`config.mk`:
```
export PLATFORM = sky130hd
export DESIGN_NAME = uartm_core
export DESIGN_NICKNAME = d
export VERILOG_FILES = /design/src/hdl/uartm_pkg.sv /design/src/hdl/uartm_core.sv
export SDC_FILE = /design/constraint.sdc
export NUM_CORES = 1
export LEC_CHECK = 0
export ABC_AREA = 0
export BUFFER_PORTS_ARGS = -buffer_cell sky130_fd_sc_hd__clkbuf_2
export CELL_PAD_IN_SITES_DETAIL_PLACEMENT = 0
export CELL_PAD_IN_SITES_GLOBAL_PLACEMENT = 2
export CORE_AREA = 2 2 204 106
export CTS_CLUSTER_DIAMETER = 150
export CTS_CLUSTER_SIZE = 16
export DETAILED_ROUTE_END_ITERATION = 16
export DIE_AREA = 0 0 206 108
export GPL_ROUTABILITY_DRIVEN = 0
export PLACE_DENSITY_LB_ADDON = 0.05
export SYNTH_ARGS = -nofsm -noshare
export SYNTH_HDL_FRONTEND = slang
export SYNTH_SLANG_ARGS = --single-unit
```
`constraint.sdc`:
```
create_clock -name clk -period 6.75 [get_ports clk]
set_clock_uncertainty 0.1 [all_clocks]
set_input_delay 0.675 -clock clk [delete_from_list [all_inputs] [get_ports clk]]
set_output_delay 0.675 -clock clk [all_outputs]
set_load 0.05 [all_outputs]
```
`src/hdl/uartm_pkg.sv`:
```
// Package with register map, field layouts, reset values and types of the serial port.
package uartm_pkg;

	// APB byte offsets of the registers.
	localparam logic [7:0] OFS_DATA   = 8'h00;
	localparam logic [7:0] OFS_STATUS = 8'h04;
	localparam logic [7:0] OFS_CR1    = 8'h08;
	localparam logic [7:0] OFS_CR2    = 8'h0c;
	localparam logic [7:0] OFS_BAUD   = 8'h10;
	localparam logic [7:0] OFS_CR3    = 8'h14;

	// Reset values.
	localparam logic [7:0]  CR1_RST  = 8'h00;
	localparam logic [7:0]  CR2_RST  = 8'h00;
	localparam logic [15:0] BAUD_RST = 16'h0000;

	// Oversampling and sample numbers inside one bit.
	localparam logic [4:0] SMP_PER_BIT = 5'h10;
	localparam logic [4:0] SMP_MAJ_A   = 5'h08;
	localparam logic [4:0] SMP_MAJ_B   = 5'h09;
	localparam logic [4:0] SMP_MAJ_C   = 5'h0a;
	localparam logic [4:0] SMP_EDGE_A  = 5'h03;
	localparam logic [4:0] SMP_EDGE_B  = 5'h05;
	localparam logic [4:0] SMP_EDGE_C  = 5'h07;

	// Control register one, bit 7 down to bit 0.
	typedef struct packed {
		logic rx_bit8;
		logic tx_bit8;
		logic disable_port;
		logic word_long;
		logic wake_addr_mark;
		logic parity_enable;
		logic parity_odd_select;
		logic parity_irq_enable;
	} uartm_cr1_t;

	// Control register two, bit 7 down to bit 0.
	typedef struct packed {
		logic tx_empty_irq_enable;
		logic tx_complete_irq_enable;
		logic rx_irq_enable;
		logic quiet_line_irq_enable;
		logic tx_enable;
		logic rx_enable;
		logic mute_request;
		logic send_break;
	} uartm_cr2_t;

	// Receive status flags, bits 5 down to 0 of the status register.
	typedef struct packed {
		logic rx_data_ready_flag;
		logic idle_flag;
		logic overrun_flag;
		logic noise_flag;
		logic framing_error_flag;
		logic parity_error_flag;
	} uartm_rxflags_t;

	// Receiver sequencing states.
	typedef enum logic [1:0] {
		RX_HUNT,
		RX_START,
		RX_DATA,
		RX_STOP
	} uartm_rx_state_t;

endpackage

```
`src/hdl/uartm_core.sv`:
```
// Asynchronous serial port with muting, parity, 16x oversampling and one shared interrupt.
`timescale 1ns/1ps

module uartm_core (
	// Clock and reset.
	input  wire logic        clk,
	input  wire logic        sys_rst,
	// APB slave.
	input  wire logic        psel,
	input  wire logic        penable,
	input  wire logic        pwrite,
	input  wire logic [7:0]  paddr,
	input  wire logic [31:0] pwdata,
	output logic             pready,
	output logic [31:0]      prdata,
	output logic             pslverr,
	// Serial line.
	input  wire logic        rx_pin,
	output logic             tx_pin,
	// Processor state and interrupt.
	input  wire logic        global_irq_mask,
	input  wire logic        wait_mode,
	input  wire logic        halt_mode,
	output logic             irq,
	output logic             wait_wake
);

	////////////////////////////////////////////////////////////////////////////
	// Declarations.

	uartm_pkg::uartm_cr1_t      cr1_q;        // Control register one.
	uartm_pkg::uartm_cr2_t      cr2_q;        // Control register two.
	uartm_pkg::uartm_rxflags_t  rxf_q;        // Receive status flags.
	uartm_pkg::uartm_rx_state_t rx_st_q;      // Receiver state.
	logic [15:0] baud_q;                      // Sample tick divisor minus one.
	logic        ovr_en_q;                    // Separate overrun interrupt enable.
	logic [15:0] bdiv_q;                      // Sample tick divider.
	logic        tick;                        // One sample tick, 16 per bit.
	logic        run;                         // Low while halted.
	logic [1:0]  rx_sync_q;                   // Line synchroniser.
	logic        rxs;                         // Synchronised line level.
	logic [2:0]  hist_q;                      // Last three line samples.
	logic [4:0]  scnt_q;                      // Sample number in current bit.
	logic [4:0]  snext;                       // Number of the sample now taken.
	logic [2:0]  maj_q;                       // Samples 8, 9 and 10.
	logic [3:0]  bidx_q;                      // Received bit index.
	logic [8:0]  rxw_q;                       // Received word.
	logic        npend_q;                     // Noise seen since last frame.
	logic [7:0]  rdr_q;                       // Receive data buffer.
	logic [7:0]  idle_cnt_q;                  // Ones samples seen while hunting.
	logic        idle_arm_q;                  // Idle may be reported again.
	logic        frame_done;                  // Frame finished on this tick.
	logic        bit_val;                     // Majority of the current bit.
	logic        bit_noisy;                   // Middle samples disagree.
	logic        idle_hit;                    // Idle frame recognised.
	logic [7:0]  tdr_q;                       // Transmit data buffer.
	logic        tdr_full_q;                  // Transmit buffer holds a byte.
	logic        tc_q;                        // Transmission complete.
	logic        tx_busy_q;                   // Shifter active.
	logic [10:0] tsh_q;                       // Transmit shifter.
	logic [3:0]  tbits_q;                     // Bits left to send.
	logic [3:0]  tdiv_q;                      // Ticks inside a transmit bit.
	logic        st_seen_q;                   // Status register was accessed.
	logic        apb_do;                      // Transfer completes now.
	logic        wr_data;                     // Data register write completes.
	logic        rd_data;                     // Data register read completes.
	logic        irq_d;                       // Next interrupt request.

	////////////////////////////////////////////////////////////////////////////
	// Helper functions.

	// Majority of three samples.
	function automatic logic maj3(input logic [2:0] s);
		maj3 = (s[0] & s[1]) | (s[0] & s[2]) | (s[1] & s[2]);
	endfunction

	// Parity bit over the seven or eight low bits for the chosen sense.
	function automatic logic par_calc(input logic [8:0] w, input logic lng, input logic odd);
		logic p;
		p = lng ? ^w[7:0] : ^w[6:0];
		par_calc = p ^ odd;
	endfunction

	////////////////////////////////////////////////////////////////////////////
	// Common timing.

	// The port stops while the processor is halted; the bus still answers but ignores writes.
	assign run = ~halt_mode;

	always_ff @(posedge clk or posedge sys_rst) begin
		if (sys_rst) begin
			bdiv_q <= 16'h0000;
		end else if (run && !cr1_q.disable_port) begin
			bdiv_q <= (bdiv_q >= baud_q) ? 16'h0000 : bdiv_q + 16'h0001;
		end
	end
	assign tick = run && !cr1_q.disable_port && (bdiv_q >= baud_q);

	// Two flip-flops bring the line into the clock domain.
	always_ff @(posedge clk or posedge sys_rst) begin
		if (sys_rst) begin
			rx_sync_q <= 2'h3;
		end else begin
			rx_sync_q <= {rx_sync_q[0], rx_pin};
		end
	end
	assign rxs = rx_sync_q[1];

	////////////////////////////////////////////////////////////////////////////
	// APB slave: one wait state, answer registered.

	assign apb_do  = psel && penable && pready && run;
	assign wr_data = apb_do && pwrite && (paddr == uartm_pkg::OFS_DATA);
	assign rd_data = apb_do && !pwrite && (paddr == uartm_pkg::OFS_DATA);

	// Ready rises one cycle into the access phase and drops after it.
	always_ff @(posedge clk or posedge sys_rst) begin
		if (sys_rst) begin
			pready  <= 1'b0;
			prdata  <= 32'h0000_0000;
			pslverr <= 1'b0;
		end else if (psel && penable && !pready) begin
			pready  <= 1'b1;
			pslverr <= 1'b0;
			case (paddr)
				uartm_pkg::OFS_DATA:   prdata <= {24'h000000, rdr_q};
				uartm_pkg::OFS_STATUS: prdata <= {24'h000000, !tdr_full_q, tc_q, rxf_q};
				uartm_pkg::OFS_CR1:    prdata <= {24'h000000, cr1_q};
				uartm_pkg::OFS_CR2:    prdata <= {24'h000000, cr2_q};
				uartm_pkg::OFS_BAUD:   prdata <= {16'h0000, baud_q};
				uartm_pkg::OFS_CR3:    prdata <= {31'h00000000, ovr_en_q};
				default: begin
					// Unmapped address answers zero with an error.
					prdata  <= 32'h0000_0000;
					pslverr <= 1'b1;
				end
			endcase
		end else begin
			pready  <= 1'b0;
			pslverr <= 1'b0;
		end
	end

	// A status access arms the flag clearing sequence.
	always_ff @(posedge clk or posedge sys_rst) begin
		if (sys_rst) begin
			st_seen_q <= 1'b0;
		end else if (apb_do) begin
			st_seen_q <= (paddr == uartm_pkg::OFS_STATUS);
		end
	end

	// Software writable configuration; the received ninth bit is hardware owned.
	always_ff @(posedge clk or posedge sys_rst) begin
		if (sys_rst) begin
			cr1_q    <= uartm_pkg::CR1_RST;
			baud_q   <= uartm_pkg::BAUD_RST;
			ovr_en_q <= 1'b0;
		end else begin
			if (apb_do && pwrite && paddr == uartm_pkg::OFS_CR1) begin
				cr1_q[6:0] <= pwdata[6:0];
			end
			if (apb_do && pwrite && paddr == uartm_pkg::OFS_BAUD) begin
				baud_q <= pwdata[15:0];
			end
			if (apb_do && pwrite && paddr == uartm_pkg::OFS_CR3) begin
				ovr_en_q <= pwdata[0];
			end
			// Ninth received bit is stored with each long word that ends while the data ready flag is clear, muted or not.
			if (frame_done && cr1_q.word_long && !rxf_q.rx_data_ready_flag) begin
				cr1_q.rx_bit8 <= rxw_q[8];
			end
		end
	end

	// Control two; hardware clears the mute request on a wake-up.
	always_ff @(posedge clk or posedge sys_rst) begin
		if (sys_rst) begin
			cr2_q <= uartm_pkg::CR2_RST;
		end else if (apb_do && pwrite && paddr == uartm_pkg::OFS_CR2) begin
			// A write in the wake cycle sets mute again, as software wrote.
			cr2_q <= pwdata[7:0];
		end else if (cr2_q.mute_request) begin
			if (idle_hit && !cr1_q.wake_addr_mark) begin
				cr2_q.mute_request <= 1'b0;
			end
			if (frame_done && cr1_q.wake_addr_mark && (cr1_q.word_long ?
			    (cr1_q.parity_enable ? rxw_q[7] : rxw_q[8]) :
			    (cr1_q.parity_enable ? rxw_q[6] : rxw_q[7]))) begin
				cr2_q.mute_request <= 1'b0;
			end
		end
	end

	////////////////////////////////////////////////////////////////////////////
	// Receiver sampling.

	assign snext     = scnt_q + 5'h01;
	assign bit_val   = maj3(maj_q);
	assign bit_noisy = !(maj_q[2] == maj_q[1] && maj_q[1] == rxs);

	// Frame completes when the stop bit's last sample is taken.
	assign frame_done = tick && rx_st_q == uartm_pkg::RX_STOP && snext == uartm_pkg::SMP_PER_BIT;

	// Idle frame: a whole frame time of ones while hunting.
	assign idle_hit = tick && rx_st_q == uartm_pkg::RX_HUNT && rxs && idle_arm_q &&
	                  idle_cnt_q == {cr1_q.word_long ? 4'hb : 4'ha, 4'h0} - 8'h01;

	// Line history gives the three samples before a falling edge.
	always_ff @(posedge clk or posedge sys_rst) begin
		if (sys_rst) begin
			hist_q <= 3'h7;
		end else if (tick) begin
			hist_q <= {hist_q[1:0], rxs};
		end
	end

	always_ff @(posedge clk or posedge sys_rst) begin
		if (sys_rst) begin
			rx_st_q <= uartm_pkg::RX_HUNT;
			scnt_q  <= 5'h00;
			maj_q   <= 3'h0;
			bidx_q  <= 4'h0;
			rxw_q   <= 9'h000;
		end else if (tick) begin
			case (rx_st_q)
				uartm_pkg::RX_HUNT: begin
					if (!rxs && cr2_q.rx_enable) begin
						scnt_q  <= 5'h01;
						rx_st_q <= uartm_pkg::RX_START;
					end
				end
				uartm_pkg::RX_START, uartm_pkg::RX_DATA, uartm_pkg::RX_STOP: begin
					scnt_q <= snext;
					if (snext == uartm_pkg::SMP_MAJ_A) begin
						maj_q[2] <= rxs;
					end
					if (snext == uartm_pkg::SMP_MAJ_B) begin
						maj_q[1] <= rxs;
					end
					if (snext == uartm_pkg::SMP_MAJ_C) begin
						maj_q[0] <= rxs;
					end
					if (snext == uartm_pkg::SMP_PER_BIT) begin
						scnt_q <= 5'h00;
						case (rx_st_q)
							uartm_pkg::RX_START: begin
								// A start whose majority is one is dropped.
								rx_st_q <= maj3(maj_q) ? uartm_pkg::RX_HUNT : uartm_pkg::RX_DATA;
								bidx_q  <= 4'h0;
								rxw_q   <= 9'h000;
							end
							uartm_pkg::RX_DATA: begin
								rxw_q[bidx_q] <= maj3(maj_q);
								bidx_q        <= bidx_q + 4'h1;
								if (bidx_q == (cr1_q.word_long ? 4'h8 : 4'h7)) begin
									rx_st_q <= uartm_pkg::RX_STOP;
								end
							end
							default: rx_st_q <= uartm_pkg::RX_HUNT;
						endcase
					end
				end
				default: rx_st_q <= uartm_pkg::RX_HUNT;
			endcase
		end
	end

	// Noise seen during the frame is held until that frame completes.
	always_ff @(posedge clk or posedge sys_rst) begin
		if (sys_rst) begin
			npend_q <= 1'b0;
		end else if (frame_done) begin
			npend_q <= 1'b0;
		end else if (tick) begin
			case (rx_st_q)
				uartm_pkg::RX_HUNT: begin
					if (!rxs && cr2_q.rx_enable && hist_q != 3'h7) begin
						npend_q <= 1'b1;
					end
				end
				uartm_pkg::RX_START: begin
					if (rxs && (snext == uartm_pkg::SMP_EDGE_A || snext == uartm_pkg::SMP_EDGE_B ||
					            snext == uartm_pkg::SMP_EDGE_C)) begin
						npend_q <= 1'b1;
					end
					if (rxs && snext >= uartm_pkg::SMP_MAJ_A && snext <= uartm_pkg::SMP_MAJ_C) begin
						npend_q <= 1'b1;
					end
				end
				uartm_pkg::RX_DATA: begin
					if (snext == uartm_pkg::SMP_MAJ_C && bit_noisy) begin
						npend_q <= 1'b1;
					end
				end
				default: begin
				end
			endcase
		end
	end

	// Ones counter for idle detection, rearmed by each word received while not muted.
	always_ff @(posedge clk or posedge sys_rst) begin
		if (sys_rst) begin
			idle_cnt_q <= 8'h00;
			idle_arm_q <= 1'b0;
		end else begin
			if (tick) begin
				idle_cnt_q <= (rx_st_q == uartm_pkg::RX_HUNT && rxs && !idle_hit) ?
				              idle_cnt_q + 8'h01 : 8'h00;
			end
			if (idle_hit) begin
				idle_arm_q <= 1'b0;
			end else if (frame_done && !cr2_q.mute_request) begin
				idle_arm_q <= 1'b1;
			end
		end
	end

	////////////////////////////////////////////////////////////////////////////
	// Receive flags and data buffer.

	// Events set flags; a set in the clearing cycle wins.
	always_ff @(posedge clk or posedge sys_rst) begin
		if (sys_rst) begin
			rxf_q <= 6'h00;
			rdr_q <= 8'h00;
		end else begin
			if (rd_data && st_seen_q) begin
				rxf_q <= 6'h00;
			end
			if (frame_done && (!cr2_q.mute_request || (cr1_q.wake_addr_mark &&
			    (cr1_q.word_long ? (cr1_q.parity_enable ? rxw_q[7] : rxw_q[8]) :
			                       (cr1_q.parity_enable ? rxw_q[6] : rxw_q[7]))))) begin
				if (rxf_q.rx_data_ready_flag && !(rd_data && st_seen_q)) begin
					// Buffer still full: only overrun is flagged, data kept.
					rxf_q.overrun_flag <= 1'b1;
				end else begin
					rdr_q                    <= rxw_q[7:0];
					rxf_q.rx_data_ready_flag <= 1'b1;
					// Stop bit noise is judged on its own middle samples.
					rxf_q.noise_flag         <= npend_q || (maj_q != 3'h0 && maj_q != 3'h7);
					rxf_q.framing_error_flag <= !bit_val;
					rxf_q.parity_error_flag  <= cr1_q.parity_enable &&
						(par_calc(rxw_q, cr1_q.word_long, cr1_q.parity_odd_select) !=
						 (cr1_q.word_long ? rxw_q[8] : rxw_q[7]));
				end
			end
			// idle flag not set on wake
			if (idle_hit && !cr2_q.mute_request) begin
				rxf_q.idle_flag <= 1'b1;
			end
		end
	end

	////////////////////////////////////////////////////////////////////////////
	// Transmitter.

	// Buffer, shifter and complete flag.
	always_ff @(posedge clk or posedge sys_rst) begin
		if (sys_rst) begin
			tdr_q      <= 8'h00;
			tdr_full_q <= 1'b0;
			tc_q       <= 1'b1;
			tx_busy_q  <= 1'b0;
			tsh_q      <= 11'h7ff;
			tbits_q    <= 4'h0;
			tdiv_q     <= 4'h0;
			tx_pin     <= 1'b1;
		end else begin
			if (wr_data) begin
				tdr_q      <= pwdata[7:0];
				tdr_full_q <= 1'b1;
				if (st_seen_q) begin
					tc_q <= 1'b0;
				end
			end
			if (run && !tx_busy_q && tdr_full_q && cr2_q.tx_enable && !wr_data) begin
				tsh_q <= {2'h3, cr1_q.tx_bit8, tdr_q} << 1;
				if (cr1_q.parity_enable && cr1_q.word_long) begin
					tsh_q[9] <= par_calc({cr1_q.tx_bit8, tdr_q}, 1'b1, cr1_q.parity_odd_select);
				end
				if (cr1_q.parity_enable && !cr1_q.word_long) begin
					tsh_q[8] <= par_calc({cr1_q.tx_bit8, tdr_q}, 1'b0, cr1_q.parity_odd_select);
				end
				// A short frame puts its stop bit where the ninth bit would be.
				if (!cr1_q.word_long) begin
					tsh_q[9] <= 1'b1;
				end
				tsh_q[0]   <= 1'b0;
				tbits_q    <= cr1_q.word_long ? 4'hb : 4'ha;
				tdiv_q     <= 4'h0;
				tx_busy_q  <= 1'b1;
				tdr_full_q <= 1'b0;
			end else if (tick && tx_busy_q) begin
				tdiv_q <= tdiv_q + 4'h1;
				if (tdiv_q == 4'h0) begin
					tx_pin  <= tsh_q[0];
					tsh_q   <= {1'b1, tsh_q[10:1]};
					tbits_q <= tbits_q - 4'h1;
				end
				if (tdiv_q == 4'hf && tbits_q == 4'h0) begin
					tx_busy_q <= 1'b0;
					tc_q      <= 1'b1;
				end
			end
			if (!cr2_q.tx_enable && !tx_busy_q) begin
				tx_pin <= 1'b1;
			end
		end
	end

	////////////////////////////////////////////////////////////////////////////
	// Shared interrupt.

	always_comb begin
		irq_d = (cr2_q.tx_empty_irq_enable && !tdr_full_q) ||
		        (cr2_q.tx_complete_irq_enable && tc_q);
		if (!cr2_q.mute_request) begin
			irq_d = irq_d ||
			        (cr2_q.rx_irq_enable && rxf_q.rx_data_ready_flag) ||
			        ((cr2_q.rx_irq_enable || ovr_en_q) && rxf_q.overrun_flag) ||
			        (cr2_q.quiet_line_irq_enable && rxf_q.idle_flag) ||
			        (cr1_q.parity_irq_enable && rxf_q.parity_error_flag);
		end
		irq_d = irq_d && !global_irq_mask;
	end

	always_ff @(posedge clk or posedge sys_rst) begin
		if (sys_rst) begin
			irq       <= 1'b0;
			wait_wake <= 1'b0;
		end else begin
			irq       <= irq_d && run;
			wait_wake <= irq_d && run && wait_mode;
		end
	end

endmodule

```
; Word-level counts from Yosys, hierarchy flattened
; Index checks and enable logic that the tools add are counted.
; W data, S select, Z words.
[classes]
n_addsub = 7
n_lt_le_gt_ge = 5
n_eq_ne = 30
mux = 73
bitwise_logic = 10
n_reduce_logical = 121
[ops]
columns = operator, n
row1 = $pmux W16 S6, 1
row2 = $logic_and A1 B1 Y1, 61
row3 = $mux W1, 44
row4 = $mux W11, 3
row5 = $mux W4, 7
row6 = $reduce_bool A2 Y1, 10
row7 = $pmux W9 S2, 1
row8 = $logic_not A1 Y1, 17
row9 = $add A16 B1 Y16 const B, 1
row10 = $eq A8 B4 Y1 const B, 2
row11 = $eq A8 B5 Y1 const B, 2
row12 = $ge A16 B16 Y1, 1
row13 = $mux W16, 1
row14 = $reduce_xor A8 Y1, 2
row15 = $eq A5 B4 Y1 const B, 3
row16 = $ne A3 B3 Y1 const B, 5
row17 = $reduce_xor A7 Y1, 2
row18 = $reduce_and A3 Y1, 4
row19 = $eq A5 B3 Y1 const B, 2
row20 = $logic_or A1 B1 Y1, 10
row21 = $mux W5, 2
row22 = $pmux W5 S2, 1
row23 = $bwmux W9, 1
row24 = $add A4 B1 Y4 const B, 2
row25 = other kinds (43), 61
[word_totals]
regBits = 169
input_bits = 49
output_inout_bits = 37

; Logic depth before layout (Yosys ltp)
; Gate-level depths: netlist of the first run.
[depth]
ltp_word = 12
mapped_depth = 10
depth_no_buf = 8

; Least setup slack after synthesis of the first run
; No wires, ideal clock.
[synth_timing]
kind = in2reg
from = input port paddr[1]
to = register baud_q[15]
setup_ns = 0.128
t_arrival_ns = 2.373
required_ns = 6.522
slack_ns = 4.149
cell_stages = 6
cell_sequence = or4_1 nor4_2 buf_2 nand3_2 buf_2 mux2_1
[synth_between]
elab_chain_cells = 2
[synth_rtl]
columns = element, line
row1 = from (decl), uartm_core.sv:12  ; input wire logic [7:0] paddr,
row2 = $eq A8 B5 Y1, uartm_core.sv:163  ; if (apb_do && pwrite && paddr == uartm_pkg::OFS_BAUD) begin
row3 = $logic_and A1 B1 Y1, uartm_core.sv:163
row4 = to (signal assigned), uartm_core.sv:157  ; baud_q <= uartm_pkg::BAUD_RST;
row5 = to (signal assigned), uartm_core.sv:164  ; baud_q <= pwdata[15:0];
row6 = to (decl), uartm_core.sv:35  ; logic [15:0] baud_q;
; Every way passes these cells.
; A chain may end at the register's enable or synchronous reset.

; Final worst setup path of the first run
[layout_timing]
from = input port paddr[1]
to = register tsh_q[4]
[layout_between]
elab_chain_cells = 6
elab_cells_between_ends = 8
classes_between = mux: 1 / reduce/logical: 7
[layout_rtl]
columns = element, line
row1 = $logic_not A8 Y1 (*), uartm_core.sv:113  ; assign wr_data = apb_do && pwrite && (paddr == uartm_pkg::OFS_DATA);
row2 = $logic_and A1 B1 Y1 (*), uartm_core.sv:113
row3 = $logic_not A1 Y1 (*), uartm_core.sv:378  ; if (run && !tx_busy_q && tdr_full_q && cr2_q.tx_enable && !wr_data) begin
row4 = $logic_and A1 B1 Y1 (*), uartm_core.sv:378
row5 = $reduce_bool A2 Y1 (no line), n/a
row6 = $reduce_and A2 Y1 (no line), n/a
row7 = to (signal assigned), uartm_core.sv:379  ; tsh_q <= {2'h3, cr1_q.tx_bit8, tdr_q} << 1;
row8 = to (signal assigned), uartm_core.sv:399  ; tsh_q <= {1'b1, tsh_q[10:1]};
row9 = to (decl), uartm_core.sv:60  ; logic [10:0] tsh_q;
; Mark *: on every way between the ends. The rest lies on a longest branch, timed or not.

==> results.py, run 1 <==
metrics = {
    "status": {
        "outcome": "finished clean",
    },
    "power": {
        "pwr-share-comb": 0.142,
        "p_int_w": 0.00163,
        "seqPwrFrac": 0.434,
        "powerDensity_nw_per_um2": 249,
        "clockPowerShare": 0.424,
        "netSwitchingFraction": 0.291,
        "ir_drop_uv": 178,
        "leakage_nw": 4.34,
        "p_switching_w": 0.000671,
    },
    "yosys": {
        "synth_edf_count": 0,
        "async_flop_share": 1.00,
        "postSynthCellCount": 794,
        "yosys_warnings": 0,
        "yosysMostFrequentCell": "dfrtp_1",
        "synth.distinct_cells": 79,
        "synth_area_leader_cell": "dfrtp_1",
        "yosys_register_bits": 152,
        "avgSynthCellArea_sq_um": 10.3,
        "synthFlopType": "dfrtp_1",
        "netlist_top_cells_area": "dfrtp_1 (41%), mux2_2 (6.6%), dfstp_2 (5.4%)",
        "netlist_area_sq_um": 8200,
        "yosysSeqAreaShare": 0.466,
        "yosysTopAreaCellShare": 0.412,
        "synth_common_cells": "dfrtp_1 (135), nand2_1 (77), mux2_2 (48), inv_1 (47)",
    },
    "clock_tree": {
        "root_buffer": "clkbuf_16",
        "cts_hold_buf": 0,
        "ctsLongestPathBuffers": 2,
        "htreeDepth": 4,
        "clk_latency_ns": 0.44,
        "cts_made_buffers": 17,
        "postCtsSetupBuffers": 0,
        "cts.repair.resized": 0,
        "cts_tree": "done",
        "path_clk_slew_ns": 0.07,
        "clkSinkCount": 152,
    },
    "die": {
        "row_count": 37,
        "die-area_sq_um": 22200,
        "core_sq_um": 20300,
        "fp.dieW_um": 206,
        "die-height_um": 108,
        "ios": 86,
        "start_util": 0.405,
    },
    "drt": {
        "viasPerCell": 5.38,
        "drtPass1Iterations": 5,
        "vias": 6042,
        "drt_iter0_markers": 294,
        "antenna_left": 0,
        "wire_per_inst_um": 18.9,
        "drt-total-wl_mm": 21.2,
        "drc": 0,
    },
    "final_layout": {
        "area_growth_pct": 12.8,
        "regArea_sq_um": 3820,
        "drive_above_1_share": 0.216,
        "multi_input_area_sq_um": 4010,
        "n_antenna_cell": 0,
        "fillers": 1991,
        "finalNonFillerCells": 1123,
        "nets": 920,
    },
    "global_route": {
        "grt_overflow_total": 0,
        "grt.total_usage": 0.206,
        "grt_pass1_wl_mm": 34.5,
        "antenna_found_initial": 0,
        "grt_pass1_vias": 6012,
        "grt_start_max_net_pins": 86,
    },
    "setup_path": {
        "end_kind": "flip-flop",
        "cp_cell_sequence": "clkbuf_2 > or4_1 > nor4_2 > buf_4 > and3b_1 > nor2_1 > a21oi_1 > a221o_1",
        "worst_setup_path_start_kind": "input pin",
        "critPathMaxFanout": 13,
        "critical-path-max-stage-delay_ns": 0.62,
        "crit_required_ns": 7.02,
        "critical_path_class": "in -> reg",
        "arrival_ns": 3.64,
        "cp_num_cells": 8,
        "crit_slowest_cell": "or4_1",
        "critical_path_buf_inv_count": 2,
        "crit_family": "simple AND/OR/NAND/NOR gates",
        "rr_worst_depth": 9,
    },
    "sta": {
        "setup_viol": 0,
        "rsz0062_at_grt": "no",
        "holdWs_ns": 0.220,
        "tightest_slew_ns": 1.19,
        "maxSlewHeadroom": 0.207,
        "hold_viol": 0,
        "max_freq_mhz": 297,
        "fin_tns_setup_ns": 0,
        "slew_violations": 0,
        "period_minus_slack_ns": 3.37,
        "fin_crit_sh": 0.499,
    },
    "run": {
        "cap_violations": 0,
    },
    "worst_hold_path": {
        "holdCritPathClass": "in -> reg",
        "hold_depth": 1,
    },
    "place": {
        "placedCellCount": 1091,
        "hpwlAfterDp_mm": 15.4,
        "port-buffer-count": 53,
    },
}
## logic make-up (layout without fill, tap and decap cells)
family / count (synthesis) / count (layout) / share of synthesized area
AO/OA/AOI/OAI: 167 / 167 / 0.142
AND/OR/NAND/NOR: 243 / 243 / 0.154
XOR/XNOR: 28 / 28 / 0.0299
buffers and inverters: 97 / 138 / 0.0546
adder cells (fa/ha/maj): 34 / 34 / 0.0519
other: 1 / 16 / 0.000457
multiplexers: 72 / 72 / 0.101
flip-flops: 152 / 152 / 0.466
## path summary, 6_finish.rpt
| kind | start | endpoint | slack (ns) |
|---|---|---|---|
| max in group asynchronous | sys_rst | scnt_q[4]$_DFFE_PP0P_ | 4.86 |
| worst max-delay path | paddr[1] | tsh_q[4]$_DFFE_PP1P_ | 3.38 |
| worst max register to register | baud_q[15]$_DFFE_PP0P_ | tsh_q[4]$_DFFE_PP1P_ | 3.42 |
| worst min-delay path | rx_pin | rx_sync_q[0]$_DFF_PP1_ | 0.22 |
| worst min register to register | rx_sync_q[0]$_DFF_PP1_ | rx_sync_q[1]$_DFF_PP1_ | 0.26 |
| min in group asynchronous | sys_rst | prdata[11]$_DFFE_PP0P_ | 0.29 |
## flip-flops by register name, indices dropped and copies added, names as in the netlist, 5 cells and up
name and flops:
tdr_q 8, bdiv_q 16, tsh_q 10, prdata 16, cr1_q 8, rxf_q 6
cr2_q 8, scnt_q 5, idle_cnt_q 8, rdr_q 8, baud_q 16, rxw_q 9
## per-stage QoR
stage | instance area [sq um] | setup slack, ns | power [W] | util
final | 9250 | 3.38 | 0.00230 | 0.456
after global routing | 9250 | 3.21 | 0.00242 | 0.456
after CTS | 9250 | 3.36 | 0.00233 | 0.456
after detailed placement | 8670 | 2.94 | 0.00134 | 0.427
after global placement | 8670 | 2.92 | 0.00134 | 0.427
after floorplan | 8260 | 1.91 | 0.00126 | -
## layout by cell type, fill, tap and decap left out, types with 5 or more instances in the layout
cell,Yosys,routed
conb_1,1,16
nand2b_1,7,7
mux2_4,7,7
buf_4,16,6
xor2_1,8,8
o22ai_1,6,6
a22o_1,17,17
ha_1,34,34
a21oi_1,31,31
mux2_1,8,8
a221o_1,7,7
nor4_1,5,5
dfrtp_1,135,135
o21ai_1,14,14
mux2_2,48,48
nor2b_1,7,7
inv_6,0,5
clkbuf_2,0,53
inv_1,47,46
nand4_1,13,13
and3_1,21,21
a222oi_1,9,9
mux2i_1,9,9
o211ai_1,5,5
or2_2,5,5
nor3_1,9,9
nand3_1,30,30
dfstp_2,17,17
clkbuf_16,0,17
o21ai_0,38,38
nor2_1,38,38
xnor2_1,20,20
nand2_1,77,77
## worst reg2reg max path, stage by stage, from the launching register on
cell     delay (ns)
dfrtp_1        0.37
inv_1          0.06
ha_1           0.31
nand4_1        0.14
or2_4          0.31
a311o_1        0.45
a31oi_4        0.45
buf_4          0.40
a21oi_1        0.27
a221o_1        0.38
## power groups by stage
| stage | Clock [W] | Combinational, W | Sequential (W) |
|---|---|---|---|
| 4_1_cts | 0.00100 | 0.000331 | 0.000998 |
| 2_1_floorplan | 0 | 0.000264 | 0.00100 |
| 6_report | 0.000976 | 0.000327 | 0.000999 |
| 5_1_grt | 0.00104 | 0.000374 | 0.00101 |
| 3_5_place_dp | 0 | 0.000329 | 0.00102 |
| 3_3_place_gp | 0 | 0.000330 | 0.00101 |
## metal layers
layer	vias up	GRT usage	part of all wire
li1	2934	-	-
met1	2977	0.301	0.52
met2	112	0.310	0.43
met3	19	0.0401	0.041
met4	0	0.0571	0.011
met5	-	0	0
## area by class of cell
| class | count | area share |
|---|---|---|
| multi-input cells | 560 | 0.433 |
| flip-flops and latches | 152 | 0.413 |
| clock buffers | 19 | 0.0479 |
| well taps | 273 | 0.0369 |
| repair buffers | 59 | 0.0335 |
| inverters | 47 | 0.0196 |
| clock inverters | 13 | 0.0156 |
Note: power is estimated with default switching activity, not from simulation.
==> run 2, diff against run 1 <==
- CORE_AREA: 2 2 204 106 -> 2 2 220 114
- DIE_AREA: 0 0 206 108 -> 0 0 222 116
- clock period: 6.75 -> 3.1 ns (I/O delays scaled with it)
==> results.py, run 2 (synthesis gave the netlist of run 1 again) <==
metrics = {
    "status": {
        "outcome": "finished with violations",
        "failed_checks": "hold timing",
    },
    "sta": {
        "fin_crit_sh": 0.949,
        "holdWs_ns": -0.0873,
        "maxSlewHeadroom": 0.361,
        "slew_violations": 0,
        "tightest_slew_ns": 0.959,
        "fin_tns_setup_ns": 0,
        "max_freq_mhz": 340,
        "rsz0062_at_grt": "no",
        "setup_viol": 0,
        "period_minus_slack_ns": 2.94,
        "hold_viol": 31,
    },
    "final_layout": {
        "layout_commonest_cell": "dfrtp_1",
        "mostFrequentLayoutCells": "dfrtp_1 (135), nand2_1 (77), clkbuf_2 (53)",
        "area_growth_pct": 17.7,
        "reg_top3": "baud_q: 16 flops, bdiv_q: 16 flops, prdata: 16 flops",
        "nets": 955,
        "drive_above_1_share": 0.233,
    },
    "clock_tree": {
        "ctsLongestPathBuffers": 2,
        "path_clk_slew_ns": 0.06,
        "root_buffer": "clkbuf_16",
        "htreeDepth": 4,
        "cts_made_buffers": 17,
        "clkSinkCount": 152,
        "cts_tree": "done",
        "clk_latency_ns": 0.44,
    },
    "die": {
        "core_sq_um": 23700,
        "start_util": 0.347,
        "row_count": 40,
        "die-height_um": 116,
        "die-area_sq_um": 25800,
        "fp.dieW_um": 222,
        "ios": 86,
    },
    "setup_path": {
        "end_kind": "flip-flop",
        "critical_path_class": "reg -> reg",
        "worst_setup_path_start_kind": "flip-flop",
        "crit_required_ns": 3.38,
        "timing.rr.end": "tsh_q[4]$_DFFE_PP1P_",
        "ff2ff_setup_slack_ns": 0.16,
        "arrival_ns": 3.22,
        "critPathMaxFanout": 16,
        "crit-reg2reg-launch": "baud_q[1]$_DFFE_PP0P_",
        "rr_worst_depth": 9,
    },
    "drt": {
        "vias": 6334,
        "drt-total-wl_mm": 24.3,
        "viasPerCell": 5.28,
        "drc": 0,
        "drtPass1Iterations": 5,
        "antenna_left": 0,
        "wire_per_inst_um": 20.2,
        "drt_iter0_markers": 793,
    },
    "power": {
        "ir_drop_uv": 265,
        "power_w": 0.00511,
        "powerDensity_nw_per_um2": 530,
        "leakage_nw": 4.52,
    },
    "place": {
        "hpwlAfterDp_mm": 18.0,
        "port-buffer-count": 53,
    },
    "global_route": {
        "grt_overflow_total": 0,
        "grt_pass1_vias": 6083,
        "antenna_found_initial": 0,
        "grt_start_max_net_pins": 153,
        "grt_pass1_wl_mm": 37.2,
        "grt.total_usage": 0.196,
    },
    "run": {
        "cap_violations": 0,
    },
    "worst_hold_path": {
        "holdCritPathClass": "in -> async",
    },
}
-- run 2: changes by cell type in the layout (fill, tap and decap cells not counted), sizes merged --
cell,previous run,this run
clkinvlp,1,3
bufinv,2,3
buf,6,30
clkbuf,72,73
dlygate4sd3,0,11
diode,0,1
inv,51,46
-- run 2: worst max-delay path by stage --
| stage | startpoint | to | slack, ns | cells after the start |
|---|---|---|---|---|
| CTS | baud_q[14]$_DFFE_PP0P_ | rdr_q[7]$_DFFE_PP0P_ | 0.17 | 9 |
| finish | baud_q[1]$_DFFE_PP0P_ | tsh_q[4]$_DFFE_PP1P_ | 0.16 | 9 |
| global route | baud_q[1]$_DFFE_PP0P_ | tsh_q[7]$_DFFE_PP1P_ | 0.009 | 9 |
| global placement | baud_q[1]$_DFFE_PP0P_ | tsh_q[4]$_DFFE_PP1P_ | 0.20 | 9 |
| detailed placement | baud_q[14]$_DFFE_PP0P_ | rdr_q[7]$_DFFE_PP0P_ | 0.18 | 9 |
| floorplan | bdiv_q[14]$_DFFE_PP0P_ | rdr_q[0]$_DFFE_PP0P_ | 0.51 | 8 |
-- run 2: cell type report --
| type | count | area, sq um |
|---|---|---|
| Sequential cell | 152 | 3820 |
| Tap cell | 315 | 394 |
| Antenna cell | 1 | 2.50 |
| Fill cell | 2322 | 14000 |
| Clock buffer | 20 | 447 |
| Timing Repair Buffer | 94 | 651 |
| Multi-Input combinational cell | 560 | 4010 |
| Inverter | 47 | 180 |
| Clock inverter | 11 | 150 |
-- run 2: stage by stage --
| stage | std cells | hold WS [ns] | setup slack, ns | utilization | instance area (sq um) |
|---|---|---|---|---|---|
| finish | 1200 | -0.0873 | 0.160 | 0.408 | 9660 |
| global route | 1199 | 0.0542 | 0.00855 | 0.408 | 9650 |
| CTS | 1199 | 0.0509 | 0.172 | 0.408 | 9650 |
| detailed placement | 1157 | 0.247 | 0.181 | 0.378 | 8950 |
| global placement | 1157 | 0.247 | 0.197 | 0.378 | 8950 |
| floorplan | 809 | 0.214 | 0.511 | - | 8260 |
-- run 2: power breakdown --
group          switching, W  total (W)  leakage, nW  internal (W)
registers          0.000114    0.00219         2.04       0.00207
logic              0.000477   0.000771         2.20      0.000294
clock network      0.000873    0.00216        0.286       0.00128
total               0.00146    0.00511         4.52       0.00365
-- run 2: repair_timing --
| action | in CTS | in global routing |
|---|---|---|
| gates resized for setup | 0 | 0 |
| hold buffers | 11 | 0 |
| hold endpoints to repair | 11 | 0 |
| endpoints found under the setup margin | 0 | 0 |
| buffers inserted | 0 | 0 |
-- run 2: worst max-delay path, stage by stage (launching register included) --
cell      delay (ns)
dfrtp_1         0.49
inv_1           0.08
ha_1            0.30
nor2b_1         0.13
o211ai_1        0.33
a311o_1         0.41
a31oi_4         0.15
buf_12          0.18
a21oi_1         0.47
a221o_1         0.25
-- run 2: layer usage --
layer / vias to the layer above / wire length [um] / share of wire / global-route usage
li1: 2987 / - / - / -
met1: 3147 / 13500 / 0.56 / 0.321
met2: 176 / 8540 / 0.35 / 0.233
met3: 24 / 1850 / 0.076 / 0.0517
met4: 0 / 353 / 0.015 / 0.0680
met5: - / 0 / 0 / 0
==> run 3, diff against run 2 <==
- CORE_AREA: 2 2 220 114 -> 4 4 222 116
- DIE_AREA: 0 0 222 116 -> 0 0 226 120
==> results.py, run 3 (synthesis gave the netlist of run 1 again) <==
metrics = {
    "worst_hold_path": {
        "holdCritStartpoint": "pwdata[1]",
        "holdCritPathClass": "in -> reg",
    },
    "drt": {
        "antenna_left": 0,
        "drtPass1Iterations": 5,
        "drt_iter0_markers": 652,
        "vias": 6343,
        "wire_per_inst_um": 20.2,
        "drc": 0,
        "viasPerCell": 5.28,
        "drt-total-wl_mm": 24.3,
    },
    "setup_path": {
        "crit_required_ns": 3.32,
        "critPathMaxFanout": 9,
        "crit_path_start": "baud_q[14]$_DFFE_PP0P_",
        "crit-reg2reg-launch": "baud_q[14]$_DFFE_PP0P_",
        "critical_path_class": "reg -> reg",
        "end_kind": "flip-flop",
        "worst_setup_path_start_kind": "flip-flop",
        "arrival_ns": 3.18,
    },
    "final_layout": {
        "area_growth_pct": 17.3,
        "mostFrequentLayoutCells": "dfrtp_1 (135), nand2_1 (77), clkbuf_2 (53)",
        "reg_top3": "baud_q: 16 flops, bdiv_q: 16 flops, prdata: 16 flops",
        "nets": 956,
        "layout_commonest_cell": "dfrtp_1",
        "drive_above_1_share": 0.238,
    },
    "sta": {
        "slew_violations": 0,
        "maxSlewHeadroom": 0.484,
        "max_freq_mhz": 339,
        "rsz0062_at_grt": "no",
        "fin_crit_sh": 0.952,
        "period_minus_slack_ns": 2.95,
        "fin_tns_setup_ns": 0,
        "setup_viol": 0,
        "hold_viol": 0,
        "tightest_slew_ns": 0.773,
        "layout_setup_ws_ns": 0.148,
    },
    "die": {
        "die-area_sq_um": 27100,
        "core_sq_um": 23700,
        "start_util": 0.347,
        "die-height_um": 120,
        "fp.dieW_um": 226,
        "row_count": 40,
        "ios": 86,
    },
    "status": {
        "outcome": "finished clean",
    },
    "global_route": {
        "antenna_found_initial": 2,
        "grt_pass1_wl_mm": 37.4,
        "grt.total_usage": 0.183,
        "grt_start_max_net_pins": 67,
        "grt_pass1_vias": 6113,
        "grt_overflow_total": 0,
    },
    "place": {
        "place_ws_ns": 0.175,
        "hpwlAfterDp_mm": 18.4,
        "port-buffer-count": 53,
    },
    "power": {
        "clockPowerShare": 0.399,
        "seqPwrFrac": 0.444,
        "p_int_w": 0.00340,
        "leakage_nw": 4.50,
        "powerDensity_nw_per_um2": 511,
        "ir_drop_uv": 290,
        "pwr-share-comb": 0.156,
        "p_switching_w": 0.00151,
        "netSwitchingFraction": 0.308,
    },
    "clock_tree": {
        "postCtsSetupBuffers": 0,
        "htreeDepth": 4,
        "cts_tree": "done",
        "ctsLongestPathBuffers": 2,
        "path_clk_slew_ns": 0.07,
        "clkSinkCount": 152,
        "cts_made_buffers": 17,
        "clk_latency_ns": 0.44,
        "root_buffer": "clkbuf_16",
    },
    "run": {
        "cap_violations": 0,
    },
}
[run 3: per-layer routing]
| layer | routed length, um | track usage |
|---|---|---|
| met4 | 234 | 0.0470 |
| met2 | 8840 | 0.218 |
| met3 | 1380 | 0.0477 |
| met5 | 0 | 0 |
| met1 | 13900 | 0.310 |
[run 3: repair_timing]
| item | CTS | global route |
|---|---|---|
| setup endpoints to repair | 0 | 3 |
| hold buffers | 12 | 0 |
| gates resized for setup | 0 | 3 |
| endpoints found under the hold margin | 39 | 0 |
[run 3: layout make-up]
type                       count  area [sq um]
antenna                        1          2.50
clock buffer                  17           425
sequential                   152          3820
inverter                      47           180
multi-input combinational    560          4030
timing repair buffer          95           648
fill                        2319         14100
tap                          315           394
clock inverter                15           119
[run 3: worst max-delay path, stage by stage (launching register included)]
cell,delay (ns)
dfrtp_1,0.44
inv_1,0.09
ha_1,0.32
nand4_1,0.13
or2_4,0.32
a311o_1,0.45
a311oi_2,0.36
nand2_1,0.12
buf_4,0.21
mux2_4,0.31
[run 3: per-stage QoR]
step                hold WS [ns]  area, sq um  std cells   util  total power [W]
global placement           0.247         8930       1157  0.377          0.00296
detailed placement         0.247         8930       1157  0.377          0.00296
finish                    0.0688         9620       1202  0.406          0.00491
floorplan                  0.214         8260        809      -          0.00275
global route              0.0510         9620       1201  0.406          0.00516
CTS                       0.0333         9600       1201  0.405          0.00497
[run 3: power by group through the flow]
stage               combinational (W)  sequential (W)  clock [W]
floorplan                    0.000574         0.00218          0
global placement             0.000744         0.00221          0
detailed placement           0.000746         0.00222          0
CTS                          0.000761         0.00218    0.00203
global route                 0.000858         0.00220    0.00211
finish                       0.000767         0.00218    0.00196
[run 3: worst paths after layout]
| check | end | slack (ns) | depth (start not counted) |
|---|---|---|---|
| worst max-delay path | rdr_q[0]$_DFFE_PP0P_ | 0.15 | 9 |
| worst min-delay path | cr2_q[1]$_DFF_PP0_ | 0.07 | 3 |
| worst max register to register | rdr_q[0]$_DFFE_PP0P_ | 0.15 | 9 |
| worst min register to register | rx_sync_q[1]$_DFF_PP1_ | 0.26 | 0 |
| max in group asynchronous | tsh_q[5]$_DFFE_PP1P_ | 1.59 | 4 |
| min in group asynchronous | rdr_q[4]$_DFFE_PP0P_ | 0.44 | 3 |
